**src/rtl/mpst_defs.svh**
```systemverilog
`ifndef MPST_DEFS_SVH
`define MPST_DEFS_SVH

// ----------------------------------------------------------------------
// Timing
// ----------------------------------------------------------------------
`define MPST_CLK_NS          10
`define MPST_CLKP_NS_100     40
`define MPST_CLKP_NS_10      400
`define MPST_BIT_NS_100      10
`define MPST_BIT_NS_10       100
`define MPST_BIT_CYC_100     (`MPST_BIT_NS_100 / `MPST_CLK_NS)
`define MPST_BIT_CYC_10      (`MPST_BIT_NS_10 / `MPST_CLK_NS)
`define MPST_MDIO_VALID_NS   300
`define MPST_MDIO_VALID_CYC  (`MPST_MDIO_VALID_NS / `MPST_CLK_NS)

// ----------------------------------------------------------------------
// Synchronised pin vector layout
// ----------------------------------------------------------------------
`define MPST_SY_W            13
`define MPST_SY_TXD          3:0
`define MPST_SY_TXEN         4
`define MPST_SY_TXER         5
`define MPST_SY_LRXB         6
`define MPST_SY_LRXA         7
`define MPST_SY_LRXE         8
`define MPST_SY_MDC          9
`define MPST_SY_MDIO         10
`define MPST_SY_S100         11
`define MPST_SY_HDX          12

// ----------------------------------------------------------------------
// Management frame
// ----------------------------------------------------------------------
`define MPST_PRE_LEN         6'h20
`define MPST_HDR_LAST        6'h0C
`define MPST_RD_LAST         6'h10
`define MPST_WR_LAST         6'h10
`define MPST_OP_READ         2'h2
`define MPST_STAT_PAD        11'h000

`endif

```
**src/rtl/mpst_pkg.sv**
```systemverilog
`default_nettype none

package mpst_pkg;

	// Management port states
	typedef enum logic [3:0] {
		MPST_M_HUNT = 4'h1,
		MPST_M_HDR  = 4'h2,
		MPST_M_TA   = 4'h4,
		MPST_M_DATA = 4'h8
	} mpst_mstate_t;

	// Whole state of the top module
	typedef struct packed {
		logic [3:0]   div_cnt;
		logic [1:0]   tx_ph;
		logic         tx_clk;
		logic [3:0]   tx_sh;
		logic         tx_frame;
		logic         ltx_bit;
		logic         ltx_en;
		logic         ltx_err;
		logic [1:0]   rx_ph;
		logic         rx_clk;
		logic         rx_busy;
		logic [1:0]   rx_cnt;
		logic [3:0]   rx_sh;
		logic         rx_err;
		logic [3:0]   rxd;
		logic         rx_dv;
		logic         rx_er;
		logic         crs;
		logic         mdc_d;
		mpst_mstate_t mst;
		logic [5:0]   mcnt;
		logic         mrd;
		logic [15:0]  msh;
		logic         mdio_o;
		logic         mdio_oe;
	} mpst_state_t;

endpackage

`default_nettype wire

```
**src/rtl/mpst_sync.sv**
```systemverilog
`default_nettype none

module mpst_sync #(
	parameter int W = 1
) (
	// Clock and reset
	input  wire logic         i_mclk,
	input  wire logic         i_rst,
	// Asynchronous in, synchronised out
	input  wire logic [W-1:0] i_async,
	output logic      [W-1:0] o_sync
);

	typedef struct packed {
		logic [W-1:0] s2;
		logic [W-1:0] s1;
	} mpst_sync_st_t;

	mpst_sync_st_t st_r;
	mpst_sync_st_t st_nxt;

	// First stage feeds only the second, to let metastability settle
	always_comb begin
		st_nxt    = st_r;
		st_nxt.s1 = i_async;
		st_nxt.s2 = st_r.s1;
	end

	always_ff @(posedge i_mclk) begin
		if (i_rst) begin
			st_r <= '0;
		end else begin
			st_r <= st_nxt;
		end
	end

	assign o_sync = st_r.s2;

endmodule

`default_nettype wire

```
**src/rtl/mpst_top.sv**
```systemverilog
// Overview of operation
// - The receive clock runs at 40 ns per period at 100 Mb/s and 400 ns at 10 Mb/s.
// - Receive nibble, valid and error change only on the receive clock fall, stable at its rise.
// - Read data on the management line changes after a clock rise, valid within 300 ns; writes sample there.
// - At 10 Mb/s received preamble reaches the receive nibble within 7 bit times of its first line bit.
// - At 10 Mb/s the first bit of a sampled transmit nibble reaches the line within 2 bit times.
// - At 100 Mb/s the first start delimiter bit reaches the line within 3 bit times of enable sampled.
// - At 100 Mb/s half duplex, carrier sense rises 0 to 4 bit times after enable is sampled.
// - In half duplex carrier sense falls within 0 to 4 bit times of transmit enable falling.
// - At 10 Mb/s half duplex, carrier sense rises within 2 bit times of transmit enable rising.
// - The transmit clock runs at 40 ns per period at 100 Mb/s and 400 ns at 10 Mb/s.
// - A bit time at 10 Mb/s is 100 ns.
`include "mpst_defs.svh"
`default_nettype none

module mpst_top (
	// Clock and reset
	input  wire logic       i_mclk,
	input  wire logic       i_rst,
	// Mode pins
	input  wire logic       i_speed_100,
	input  wire logic       i_half_duplex,
	// MII transmit
	output logic            o_tx_clk,
	input  wire logic [3:0] i_txd,
	input  wire logic       i_tx_en,
	input  wire logic       i_tx_er,
	// MII receive
	output logic            o_rx_clk,
	output logic      [3:0] o_rxd,
	output logic            o_rx_dv,
	output logic            o_rx_er,
	output logic            o_crs,
	// Line side
	output logic            o_line_transmit_pair,
	output logic            o_line_transmit_pair_en,
	output logic            o_line_transmit_pair_err,
	input  wire logic       i_line_receive_pair,
	input  wire logic       i_line_receive_pair_act,
	input  wire logic       i_line_receive_pair_err,
	// Management port
	input  wire logic       i_mdc,
	input  wire logic       i_mdio_i,
	output logic            o_mdio_o,
	output logic            o_mdio_oe
);

	// ------------------------------------------------------------------
	// Constants
	// ------------------------------------------------------------------
	localparam logic [3:0] DIV_100 = 4'(`MPST_BIT_CYC_100 - 1);
	localparam logic [3:0] DIV_10  = 4'(`MPST_BIT_CYC_10 - 1);
	localparam int HALF_10  = `MPST_CLKP_NS_10 / 2 / `MPST_CLK_NS;
	localparam int MDIO_CYC = `MPST_MDIO_VALID_CYC;

	// ------------------------------------------------------------------
	// Pin synchronisers
	// ------------------------------------------------------------------
	logic [`MPST_SY_W-1:0] sy;

	mpst_sync #(
		.W (`MPST_SY_W)
	) u_sync (
		.i_mclk  (i_mclk),
		.i_rst   (i_rst),
		.i_async ({i_half_duplex, i_speed_100, i_mdio_i, i_mdc,
			i_line_receive_pair_err, i_line_receive_pair_act,
			i_line_receive_pair, i_tx_er, i_tx_en, i_txd}),
		.o_sync  (sy)
	);

	logic [3:0] txd_s;
	logic       tx_en_s;
	logic       tx_er_s;
	logic       lrb_s;
	logic       lra_s;
	logic       lre_s;
	logic       mdc_s;
	logic       mdio_s;
	logic       s100_s;
	logic       hdx_s;

	assign txd_s   = sy[`MPST_SY_TXD];
	assign tx_en_s = sy[`MPST_SY_TXEN];
	assign tx_er_s = sy[`MPST_SY_TXER];
	assign lrb_s   = sy[`MPST_SY_LRXB];
	assign lra_s   = sy[`MPST_SY_LRXA];
	assign lre_s   = sy[`MPST_SY_LRXE];
	assign mdc_s   = sy[`MPST_SY_MDC];
	assign mdio_s  = sy[`MPST_SY_MDIO];
	assign s100_s  = sy[`MPST_SY_S100];
	assign hdx_s   = sy[`MPST_SY_HDX];

	// ------------------------------------------------------------------
	// State
	// ------------------------------------------------------------------
	mpst_pkg::mpst_state_t st_r;
	mpst_pkg::mpst_state_t st_nxt;
	logic                  bit_en;
	logic                  tx_take;
	logic                  mdc_rise;

	// One bit time per enable; speed pin is assumed static during frames
	assign bit_en   = (st_r.div_cnt == (s100_s ? DIV_100 : DIV_10));
	assign tx_take  = bit_en && (st_r.tx_ph == 2'h3);
	assign mdc_rise = mdc_s && !st_r.mdc_d;

	// Next-state logic
	always_comb begin
		st_nxt = st_r;
		st_nxt.div_cnt = bit_en ? 4'h0 : st_r.div_cnt + 4'h1;
		if (bit_en) begin
			// Four bit times per clock, high for the first two
			st_nxt.tx_ph  = st_r.tx_ph + 2'h1;
			st_nxt.tx_clk = !st_nxt.tx_ph[1];
			if (st_nxt.tx_ph == 2'h0) begin
				// Clock rise: take the nibble and start the line at once
				st_nxt.tx_frame = tx_en_s;
				st_nxt.tx_sh    = txd_s;
				st_nxt.ltx_bit  = txd_s[0] & tx_en_s;
				st_nxt.ltx_en   = tx_en_s;
				st_nxt.ltx_err  = tx_en_s & tx_er_s;
			end else begin
				st_nxt.ltx_bit = st_r.tx_sh[st_nxt.tx_ph] & st_r.ltx_en;
			end
			// Receive deserialiser, least significant bit first
			st_nxt.rx_ph = st_r.rx_ph + 2'h1;
			if (!st_r.rx_busy) begin
				if (lra_s) begin
					// Realign receive clock so the first nibble lands at once
					st_nxt.rx_busy = 1'b1;
					st_nxt.rx_sh   = {lrb_s, st_r.rx_sh[3:1]};
					st_nxt.rx_cnt  = 2'h1;
					st_nxt.rx_ph   = 2'h3;
					st_nxt.rx_err  = lre_s;
				end
			end else begin
				st_nxt.rx_sh   = {lrb_s, st_r.rx_sh[3:1]};
				st_nxt.rx_cnt  = st_r.rx_cnt + 2'h1;
				st_nxt.rx_err  = st_r.rx_err | lre_s;
				st_nxt.rx_busy = lra_s;
			end
			st_nxt.rx_clk = !st_nxt.rx_ph[1];
			// Outputs move only as the receive clock falls
			if (st_nxt.rx_ph == 2'h2) begin
				if (st_r.rx_busy && lra_s && (st_r.rx_cnt == 2'h3)) begin
					st_nxt.rxd    = st_nxt.rx_sh;
					st_nxt.rx_dv  = 1'b1;
					st_nxt.rx_er  = st_nxt.rx_err;
					st_nxt.rx_err = 1'b0;
				end else begin
					st_nxt.rx_dv = 1'b0;
					st_nxt.rx_er = 1'b0;
				end
			end
		end
		// Fast path keeps 100M assertion after sampling, 10M on the raw level
		st_nxt.crs = (hdx_s & (s100_s ? (st_r.tx_frame & tx_en_s) : tx_en_s))
			| lra_s;
		// Management port, acting only on clock rises
		st_nxt.mdc_d = mdc_s;
		if (mdc_rise) begin
			unique case (st_r.mst)
				mpst_pkg::MPST_M_HUNT: begin
					if (mdio_s) begin
						if (st_r.mcnt != `MPST_PRE_LEN) begin
							st_nxt.mcnt = st_r.mcnt + 6'h01;
						end
					end else begin
						if (st_r.mcnt == `MPST_PRE_LEN) begin
							st_nxt.mst = mpst_pkg::MPST_M_HDR;
						end
						st_nxt.mcnt = 6'h00;
					end
				end
				mpst_pkg::MPST_M_HDR: begin
					st_nxt.msh  = {st_r.msh[14:0], mdio_s};
					st_nxt.mcnt = st_r.mcnt + 6'h01;
					if (st_r.mcnt == `MPST_HDR_LAST) begin
						st_nxt.mrd  = (st_nxt.msh[11:10] == `MPST_OP_READ);
						st_nxt.mcnt = 6'h00;
						st_nxt.mst  = st_nxt.msh[12] ? mpst_pkg::MPST_M_TA
							: mpst_pkg::MPST_M_HUNT;
					end
				end
				mpst_pkg::MPST_M_TA: begin
					// Reads answer with the block's live status
					if (st_r.mrd) begin
						st_nxt.mdio_oe = 1'b1;
						st_nxt.mdio_o  = 1'b0;
						st_nxt.msh     = {s100_s, hdx_s, st_r.crs, st_r.rx_dv,
							st_r.tx_frame, `MPST_STAT_PAD};
					end
					st_nxt.mst = mpst_pkg::MPST_M_DATA;
				end
				mpst_pkg::MPST_M_DATA: begin
					st_nxt.mcnt = st_r.mcnt + 6'h01;
					if (st_r.mrd) begin
						if (st_r.mcnt == `MPST_RD_LAST) begin
							st_nxt.mdio_oe = 1'b0;
							st_nxt.mdio_o  = 1'b0;
							st_nxt.mcnt    = 6'h00;
							st_nxt.mst     = mpst_pkg::MPST_M_HUNT;
						end else begin
							st_nxt.mdio_o = st_r.msh[15];
							st_nxt.msh    = {st_r.msh[14:0], 1'b0};
						end
					end else if (st_r.mcnt == `MPST_WR_LAST) begin
						// Written data is not stored: no registers behind it
						st_nxt.mcnt = 6'h00;
						st_nxt.mst  = mpst_pkg::MPST_M_HUNT;
					end
				end
				default: begin
					st_nxt.mst = mpst_pkg::MPST_M_HUNT;
				end
			endcase
		end
	end

	// State register
	always_ff @(posedge i_mclk) begin
		if (i_rst) begin
			st_r       <= '0;
			st_r.mst   <= mpst_pkg::MPST_M_HUNT;
			// Phases park just before a rise, so the first high phase is whole
			st_r.tx_ph <= 2'h3;
			st_r.rx_ph <= 2'h3;
		end else begin
			st_r <= st_nxt;
		end
	end

	// Outputs straight from the state register
	assign o_tx_clk                 = st_r.tx_clk;
	assign o_rx_clk                 = st_r.rx_clk;
	assign o_rxd                    = st_r.rxd;
	assign o_rx_dv                  = st_r.rx_dv;
	assign o_rx_er                  = st_r.rx_er;
	assign o_crs                    = st_r.crs;
	assign o_line_transmit_pair     = st_r.ltx_bit;
	assign o_line_transmit_pair_en  = st_r.ltx_en;
	assign o_line_transmit_pair_err = st_r.ltx_err;
	assign o_mdio_o                 = st_r.mdio_o;
	assign o_mdio_oe                = st_r.mdio_oe;

	// ------------------------------------------------------------------
	// Assertions
	// ------------------------------------------------------------------
	tx_clk_100_a: assert property (@(posedge i_mclk) disable iff (i_rst)
		$rose(o_tx_clk) && s100_s && $past(s100_s) |-> o_tx_clk [*2] ##1 !o_tx_clk)
		else $error("transmit clock high phase wrong at 100M");
	tx_clk_10_a: assert property (@(posedge i_mclk) disable iff (i_rst)
		$rose(o_tx_clk) && !s100_s && $past(!s100_s) |-> ##(HALF_10 - 1) o_tx_clk ##1 !o_tx_clk)
		else $error("transmit clock high phase wrong at 10M");
	rx_clk_100_a: assert property (@(posedge i_mclk) disable iff (i_rst)
		$rose(o_rx_clk) && s100_s && st_r.rx_busy && lra_s |-> ##1 o_rx_clk ##1 !o_rx_clk)
		else $error("receive clock high phase wrong at 100M");
	rx_data_edge_a: assert property (@(posedge i_mclk) disable iff (i_rst)
		$changed(o_rxd) || $changed(o_rx_dv) |-> $fell(o_rx_clk))
		else $error("receive outputs moved off the falling edge");
	mdio_update_a: assert property (@(posedge i_mclk) disable iff (i_rst)
		$changed(o_mdio_o) || $changed(o_mdio_oe) |-> $past(mdc_rise))
		else $error("management data changed without a clock rise");
	mdio_valid_a: assert property (@(posedge i_mclk) disable iff (i_rst)
		mdc_rise && st_r.mst == mpst_pkg::MPST_M_TA && st_r.mrd |-> ##[1:MDIO_CYC] o_mdio_oe)
		else $error("read data not driven in time");
	line_first_bit_a: assert property (@(posedge i_mclk) disable iff (i_rst)
		tx_take && tx_en_s |-> ##1 o_line_transmit_pair_en
			&& (o_line_transmit_pair == $past(txd_s[0])))
		else $error("first transmit bit late or wrong");
	crs_on_100_a: assert property (@(posedge i_mclk) disable iff (i_rst)
		s100_s && hdx_s && tx_take && tx_en_s |-> ##[1:4] o_crs)
		else $error("carrier sense late at 100M");
	crs_off_a: assert property (@(posedge i_mclk) disable iff (i_rst)
		hdx_s && $fell(tx_en_s) && !lra_s |-> ##[0:1] !o_crs)
		else $error("carrier sense held after transmit end");
	crs_on_10_a: assert property (@(posedge i_mclk) disable iff (i_rst)
		!s100_s && hdx_s && $rose(tx_en_s) |-> ##[0:17] o_crs)
		else $error("carrier sense late at 10M");
	rx_latency_a: assert property (@(posedge i_mclk) disable iff (i_rst)
		!s100_s && $rose(st_r.rx_busy) |-> ##[1:60] (o_rx_dv || !st_r.rx_busy))
		else $error("receive nibble late at 10M");
	bit_time_10_a: assert property (@(posedge i_mclk) disable iff (i_rst)
		bit_en && !s100_s && $past(!s100_s) |-> ##10 (bit_en || s100_s))
		else $error("10M bit time wrong");

endmodule

`default_nettype wire

```
**config.mk**
```make
export PLATFORM = sky130hd
export DESIGN_NAME = mpst_top
export DESIGN_NICKNAME = d
export VERILOG_FILES = /design/src/rtl/mpst_pkg.sv /design/src/rtl/mpst_sync.sv /design/src/rtl/mpst_top.sv
export VERILOG_INCLUDE_DIRS = /design/src /design/src/rtl
export SDC_FILE = /design/constraint.sdc
export NUM_CORES = 1
export LEC_CHECK = 0
export ABC_AREA = 1
export BUFFER_PORTS_ARGS = -buffer_cell sky130_fd_sc_hd__buf_4
export CAP_MARGIN = 5
export CORE_MARGIN = 2
export CORE_UTILIZATION = 50
export DETAILED_ROUTE_END_ITERATION = 6
export PLACE_DENSITY_LB_ADDON = 0.2
export SYNTH_ARGS = -nofsm -noshare
export SYNTH_HDL_FRONTEND = slang
export SYNTH_SLANG_ARGS = --single-unit
```
**constraint.sdc**
```tcl
create_clock -name i_mclk -period 4.85 [get_ports i_mclk]
set_clock_uncertainty 0.2 [all_clocks]
set_input_delay 0.485 -clock i_mclk [delete_from_list [all_inputs] [get_ports i_mclk]]
set_output_delay 0.485 -clock i_mclk [all_outputs]
set_load 0.02 [all_outputs]
```
-- Yosys cells after proc, flatten, opt, wreduce, memory -nomap -nowiden
Cells that the tools add are included.
- add/sub/neg operators: 5
- order comparisons: 1
- eq/ne operators: 20
- muxes and demuxes: 29
- bitwise logic cells: 7
- reductions and logical operators: 22
- operators by type and width (kind ; count):
    $pmux W16 S3 ; 1
    $mux W18 ; 2
    $pmux W6 S3 ; 1
    $mux W16 ; 1
    $mux W8 ; 2
    $pmux W4 S4 ; 1
    $reduce_and A5 Y1 ; 3
    $ne A2 B2 Y1 const B ; 7
    $mux W4 ; 3
    $mux W6 ; 2
    $mux W11 ; 1
    $mux W10 ; 1
    $reduce_and A3 Y1 ; 3
    $mux W2 ; 4
    $mux W7 ; 1
    $add A2 B1 Y2 const B ; 3
    $add A6 B1 Y6 const B ; 1
    $eq A2 B2 Y1 const B ; 3
    $eq A6 B4 Y1 const B ; 1
    $eq A6 B5 Y1 const B ; 1
    $eq A6 B6 Y1 const B ; 1
    $ne A6 B6 Y1 const B ; 1
    $reduce_and A2 Y1 ; 3
    $reduce_bool A3 Y1 ; 2
    other kinds (21) ; 35
- bits in registers: 88
- input bits: 15
- output and inout bits: 14
- logic and storage cells: 110

-- Logic depth before layout (Yosys ltp)
- depth after elaboration: 6
- depth in mapped cells: 11

-- Modules after synthesis
A second synthesis with hierarchy kept.
- cell total of the unflattened synthesis: 523
- area, all modules: 3732.3 um^2
- by module, submodules not included (module ; times used ; cells each ; area each (um^2) ; seq. area each (um^2)):
    mpst_top ; 1 ; 442 ; 2980.4 ; 1241.2
    mpst_sync ; 1 ; 81 ; 752.0 ; 520.5

-- Worst setup path after synthesis
OpenSTA, ideal clock, no wires.
- path type: register to register
- start point: register st_r[19] (netlist bit)
- end point: register st_r[2] (netlist bit)
- library setup time: 0.115 ns
- data arrival time: 1.267 ns
- data required time: 4.535 ns
- path slack: 3.268 ns
- cell stages (with the launch flop): 11
- buffers on the path: 1
- clock period less this slack: 1.582 ns
- cells stage by stage: dfxtp_1 inv_1 ha_1 nand2_1 nor2_1 nand2_2 nand2_2 nand2_4 buf_6 a21oi_1 nor2_1
- longest elaborated chain between the ends: 3
- RTL lines (element ; line ; RTL):
    from (decl) ; mpst_top.sv:97 ; mpst_pkg::mpst_state_t st_r;
    from (signal assigned) ; mpst_top.sv:230 ; st_r <= st_nxt;
    $eq A6 B5 Y1 (no source line) ; - ;
    $ne A2 B2 Y1 (no source line) ; - ;
    $reduce_and A5 Y1 (no source line) ; - ;
Every way passes these cells.
A chain may end at the register's enable or synchronous reset.

==> results.json <==
{
  "start_util_pct": 51.7,
  "path_class": "input port to flop",
  "io_buffer_count": 28,
  "dp_hpwl_mm": 4.76,
  "drv_cap": 0,
  "vias": 3142,
  "core_area_sq_um": 7250,
  "detail-route-antenna-nets": 0,
  "synth_enable_flop_cells": 0,
  "leakagePower_uw": 0.00186,
  "nFillCells": 709,
  "period_share_pct": 47.8,
  "die_area_sq_um": 8200,
  "slew_headroom_pct": 40.6,
  "gp_congestion": 0.832,
  "syn_nets": 536,
  "ctsResizeCount": 0,
  "drtPass1Iterations": 4,
  "grt_pass1_vias": 2833,
  "crit_fanout": 45,
  "drive_gt1_share_pct": 12.6,
  "area_delta_synth_final_pct": 10.4,
  "via_per_inst": 4.93,
  "irDropWorstVdd_uv": 192,
  "seq_area_sq_um": 1760,
  "synthFlopType": "dfxtp_1",
  "drtIter0Drc": 137,
  "setup_tns_ns": 0,
  "powerDensity_nw_per_um2": 327,
  "wl_per_cell_microns": 11.0,
  "fin_crit_ns": 2.32,
  "arrival_ns": 2.38,
  "grt_start_max_net_pins": 46,
  "cts_setup_buffers": 0,
  "min_from": "i_txd[1]",
  "clock-root-buffer": "clkbuf_8",
  "die_x_microns": 90.6,
  "slew_violations": 0,
  "startpoint_type": "input port",
  "crit_path_cell_trace": "buf_4 > inv_1 > nand2_1 > inv_1 > nand2_1 > o21ai_0",
  "setup_violations": 0,
  "gr-total-overflow": 0,
  "nNetsFinal": 554,
  "yosys-top-cells-area": "dfxtp_1 (47%), nand2_1 (9.8%), nor2_1 (8.6%)",
  "slowest_delay_ns": 0.71,
  "cp-startpoint": "i_rst",
  "grt_antenna_before_repair": 0,
  "cts_tree": "done",
  "multi_input_comb_area_sq_um": 1570,
  "rsz0062_at_grt": "no",
  "synthArstFlopShare_pct": 0,
  "yosysSeqAreaShare_pct": 47.0,
  "final.setup.worst_slack_ns": 2.53,
  "ys_ff_latch": 88,
  "clk_pin_slew_worst_paths_ns": 0.08,
  "post-route-drc-count": 0,
  "synth_warnings": 0,
  "num_antenna_cells": 0,
  "drt_wl_total_mm": 7.02,
  "pre_cts_ws_ns": 2.16,
  "grt_use_total_pct": 17.7,
  "outcome": "complete, no violations",
  "cts_htree_levels": 3,
  "dieHeight_microns": 90.6,
  "worstPathRequired_ns": 4.91,
  "cts_num_sinks": 88,
  "fin_util_pct": 57.0,
  "yosys.area.top_type_share_pct": 47.0,
  "critPathSlowestCell": "inv_1",
  "cts-buffers-inserted": 9,
  "end_kind": "flop",
  "clockBufferDepth": 2,
  "yosysTopAreaCell": "dfxtp_1",
  "worst_pin_slew_ns": 0.890,
  "max_freq_mhz": 431,
  "grt_pass1_wl_mm": 12.1,
  "hp-class": "input port to flop",
  "hold_buffers": 0,
  "insertion_delay_ns": 0.35,
  "reg2reg_from": "st_r[26]",
  "synth_cell_types": 33,
  "synth_area_sq_um": 3750,
  "finalHoldViolCount": 0,
  "io-pin-count": 29,
  "whs_ns": 0.135,
  "synth.avg_cell_area_sq_um": 7.26,
  "syn_inst": 516,
  "row_count": 31
}
[layout make-up]
| cell class | instances | area share (%) |
|---|---|---|
| clock buffer | 12 | 3.51 |
| inverter | 74 | 6.83 |
| multi-input combinational | 333 | 38.0 |
| sequential | 88 | 42.6 |
| clock inverter | 3 | 1.03 |
| tap | 99 | 2.99 |
| timing repair buffer | 28 | 5.08 |
[cell families after synthesis]
family          share of synthesized area (%)
compound gates                           10.5
xor+xnor                                0.468
fa+ha+maj                                1.67
buf+inv                                  11.1
flops                                    47.0
simple gates                             29.3
[placed cells by master (no fill, tap or decap), types with 10 or more instances in the layout]
cell      instances
buf_4            28
clkbuf_8         10
nand2_1          98
nor2_1           86
inv_1            67
o21ai_0          30
a21oi_1          32
dfxtp_1          88
nand3_1          40
[synth_stat cells, drive strengths merged, types with 5 or more instances]
master / instances
nand2: 105
clkbuf: 10
buf: 11
inv: 73
dfxtp: 88
nand3: 46
nor2: 93
ha: 5
o22ai: 6
a21oi: 32
o21ai: 31
[flip-flops by register name, summed over array words and instances, names as in the netlist]
name                      flops
u_sync.o_sync                13
o_tx_clk                      1
o_line_transmit_pair          1
o_line_transmit_pair_en       1
o_rx_clk                      1
o_rxd                         4
o_crs                         1
o_mdio_oe                     1
st_r                         48
u_sync.st_nxt                13
o_line_transmit_pair_err      1
o_mdio_o                      1
o_rx_er                       1
o_rx_dv                       1
[power breakdown]
part	leakage, uW	total [uW]	switching, uW	internal (uW)
Combinational	0.00106	102	64.1	38.3
Clock	0.0000925	490	241	249
Sequential	0.000717	762	16.8	746
Total	0.00186	1350	321	1030
[routing by layer]
layer	up-vias	routed length [microns]	track usage (%)
met4	0	103	6.28
li1	1656	-	-
met3	13	279	3.42
met2	66	3360	30.7
met5	-	0	0
met1	1407	3270	21.7
[worst max-delay path: cells and delay by family]
| kind | cells | cell delay, ns |
|---|---|---|
| AOI/OAI and AO/OA | 1 | 0.09 |
| and+or+nand+nor | 2 | 0.58 |
| buffers and inverters | 3 | 1.20 |
[per-stage QoR]
step	std cells	power, uW	cell area, sq um
after global routing	637	1410	4140
final	637	1350	4140
after floorplan	516	847	3750
after global placement	622	877	3950
after detailed placement	622	880	3950
after CTS	637	1360	4140
[worst paths after layout]
path | slack, ns | to | depth (start not counted)
setup / recovery | 2.53 | o_tx_clk | 6
hold / removal | 0.14 | u_sync.st_nxt[14] | 3
setup reg to reg | 2.71 | st_r[16] | 7
hold reg to reg | 0.20 | u_sync.o_sync[2] | 2
No activity file was read; power rests on OpenSTA's default activity.
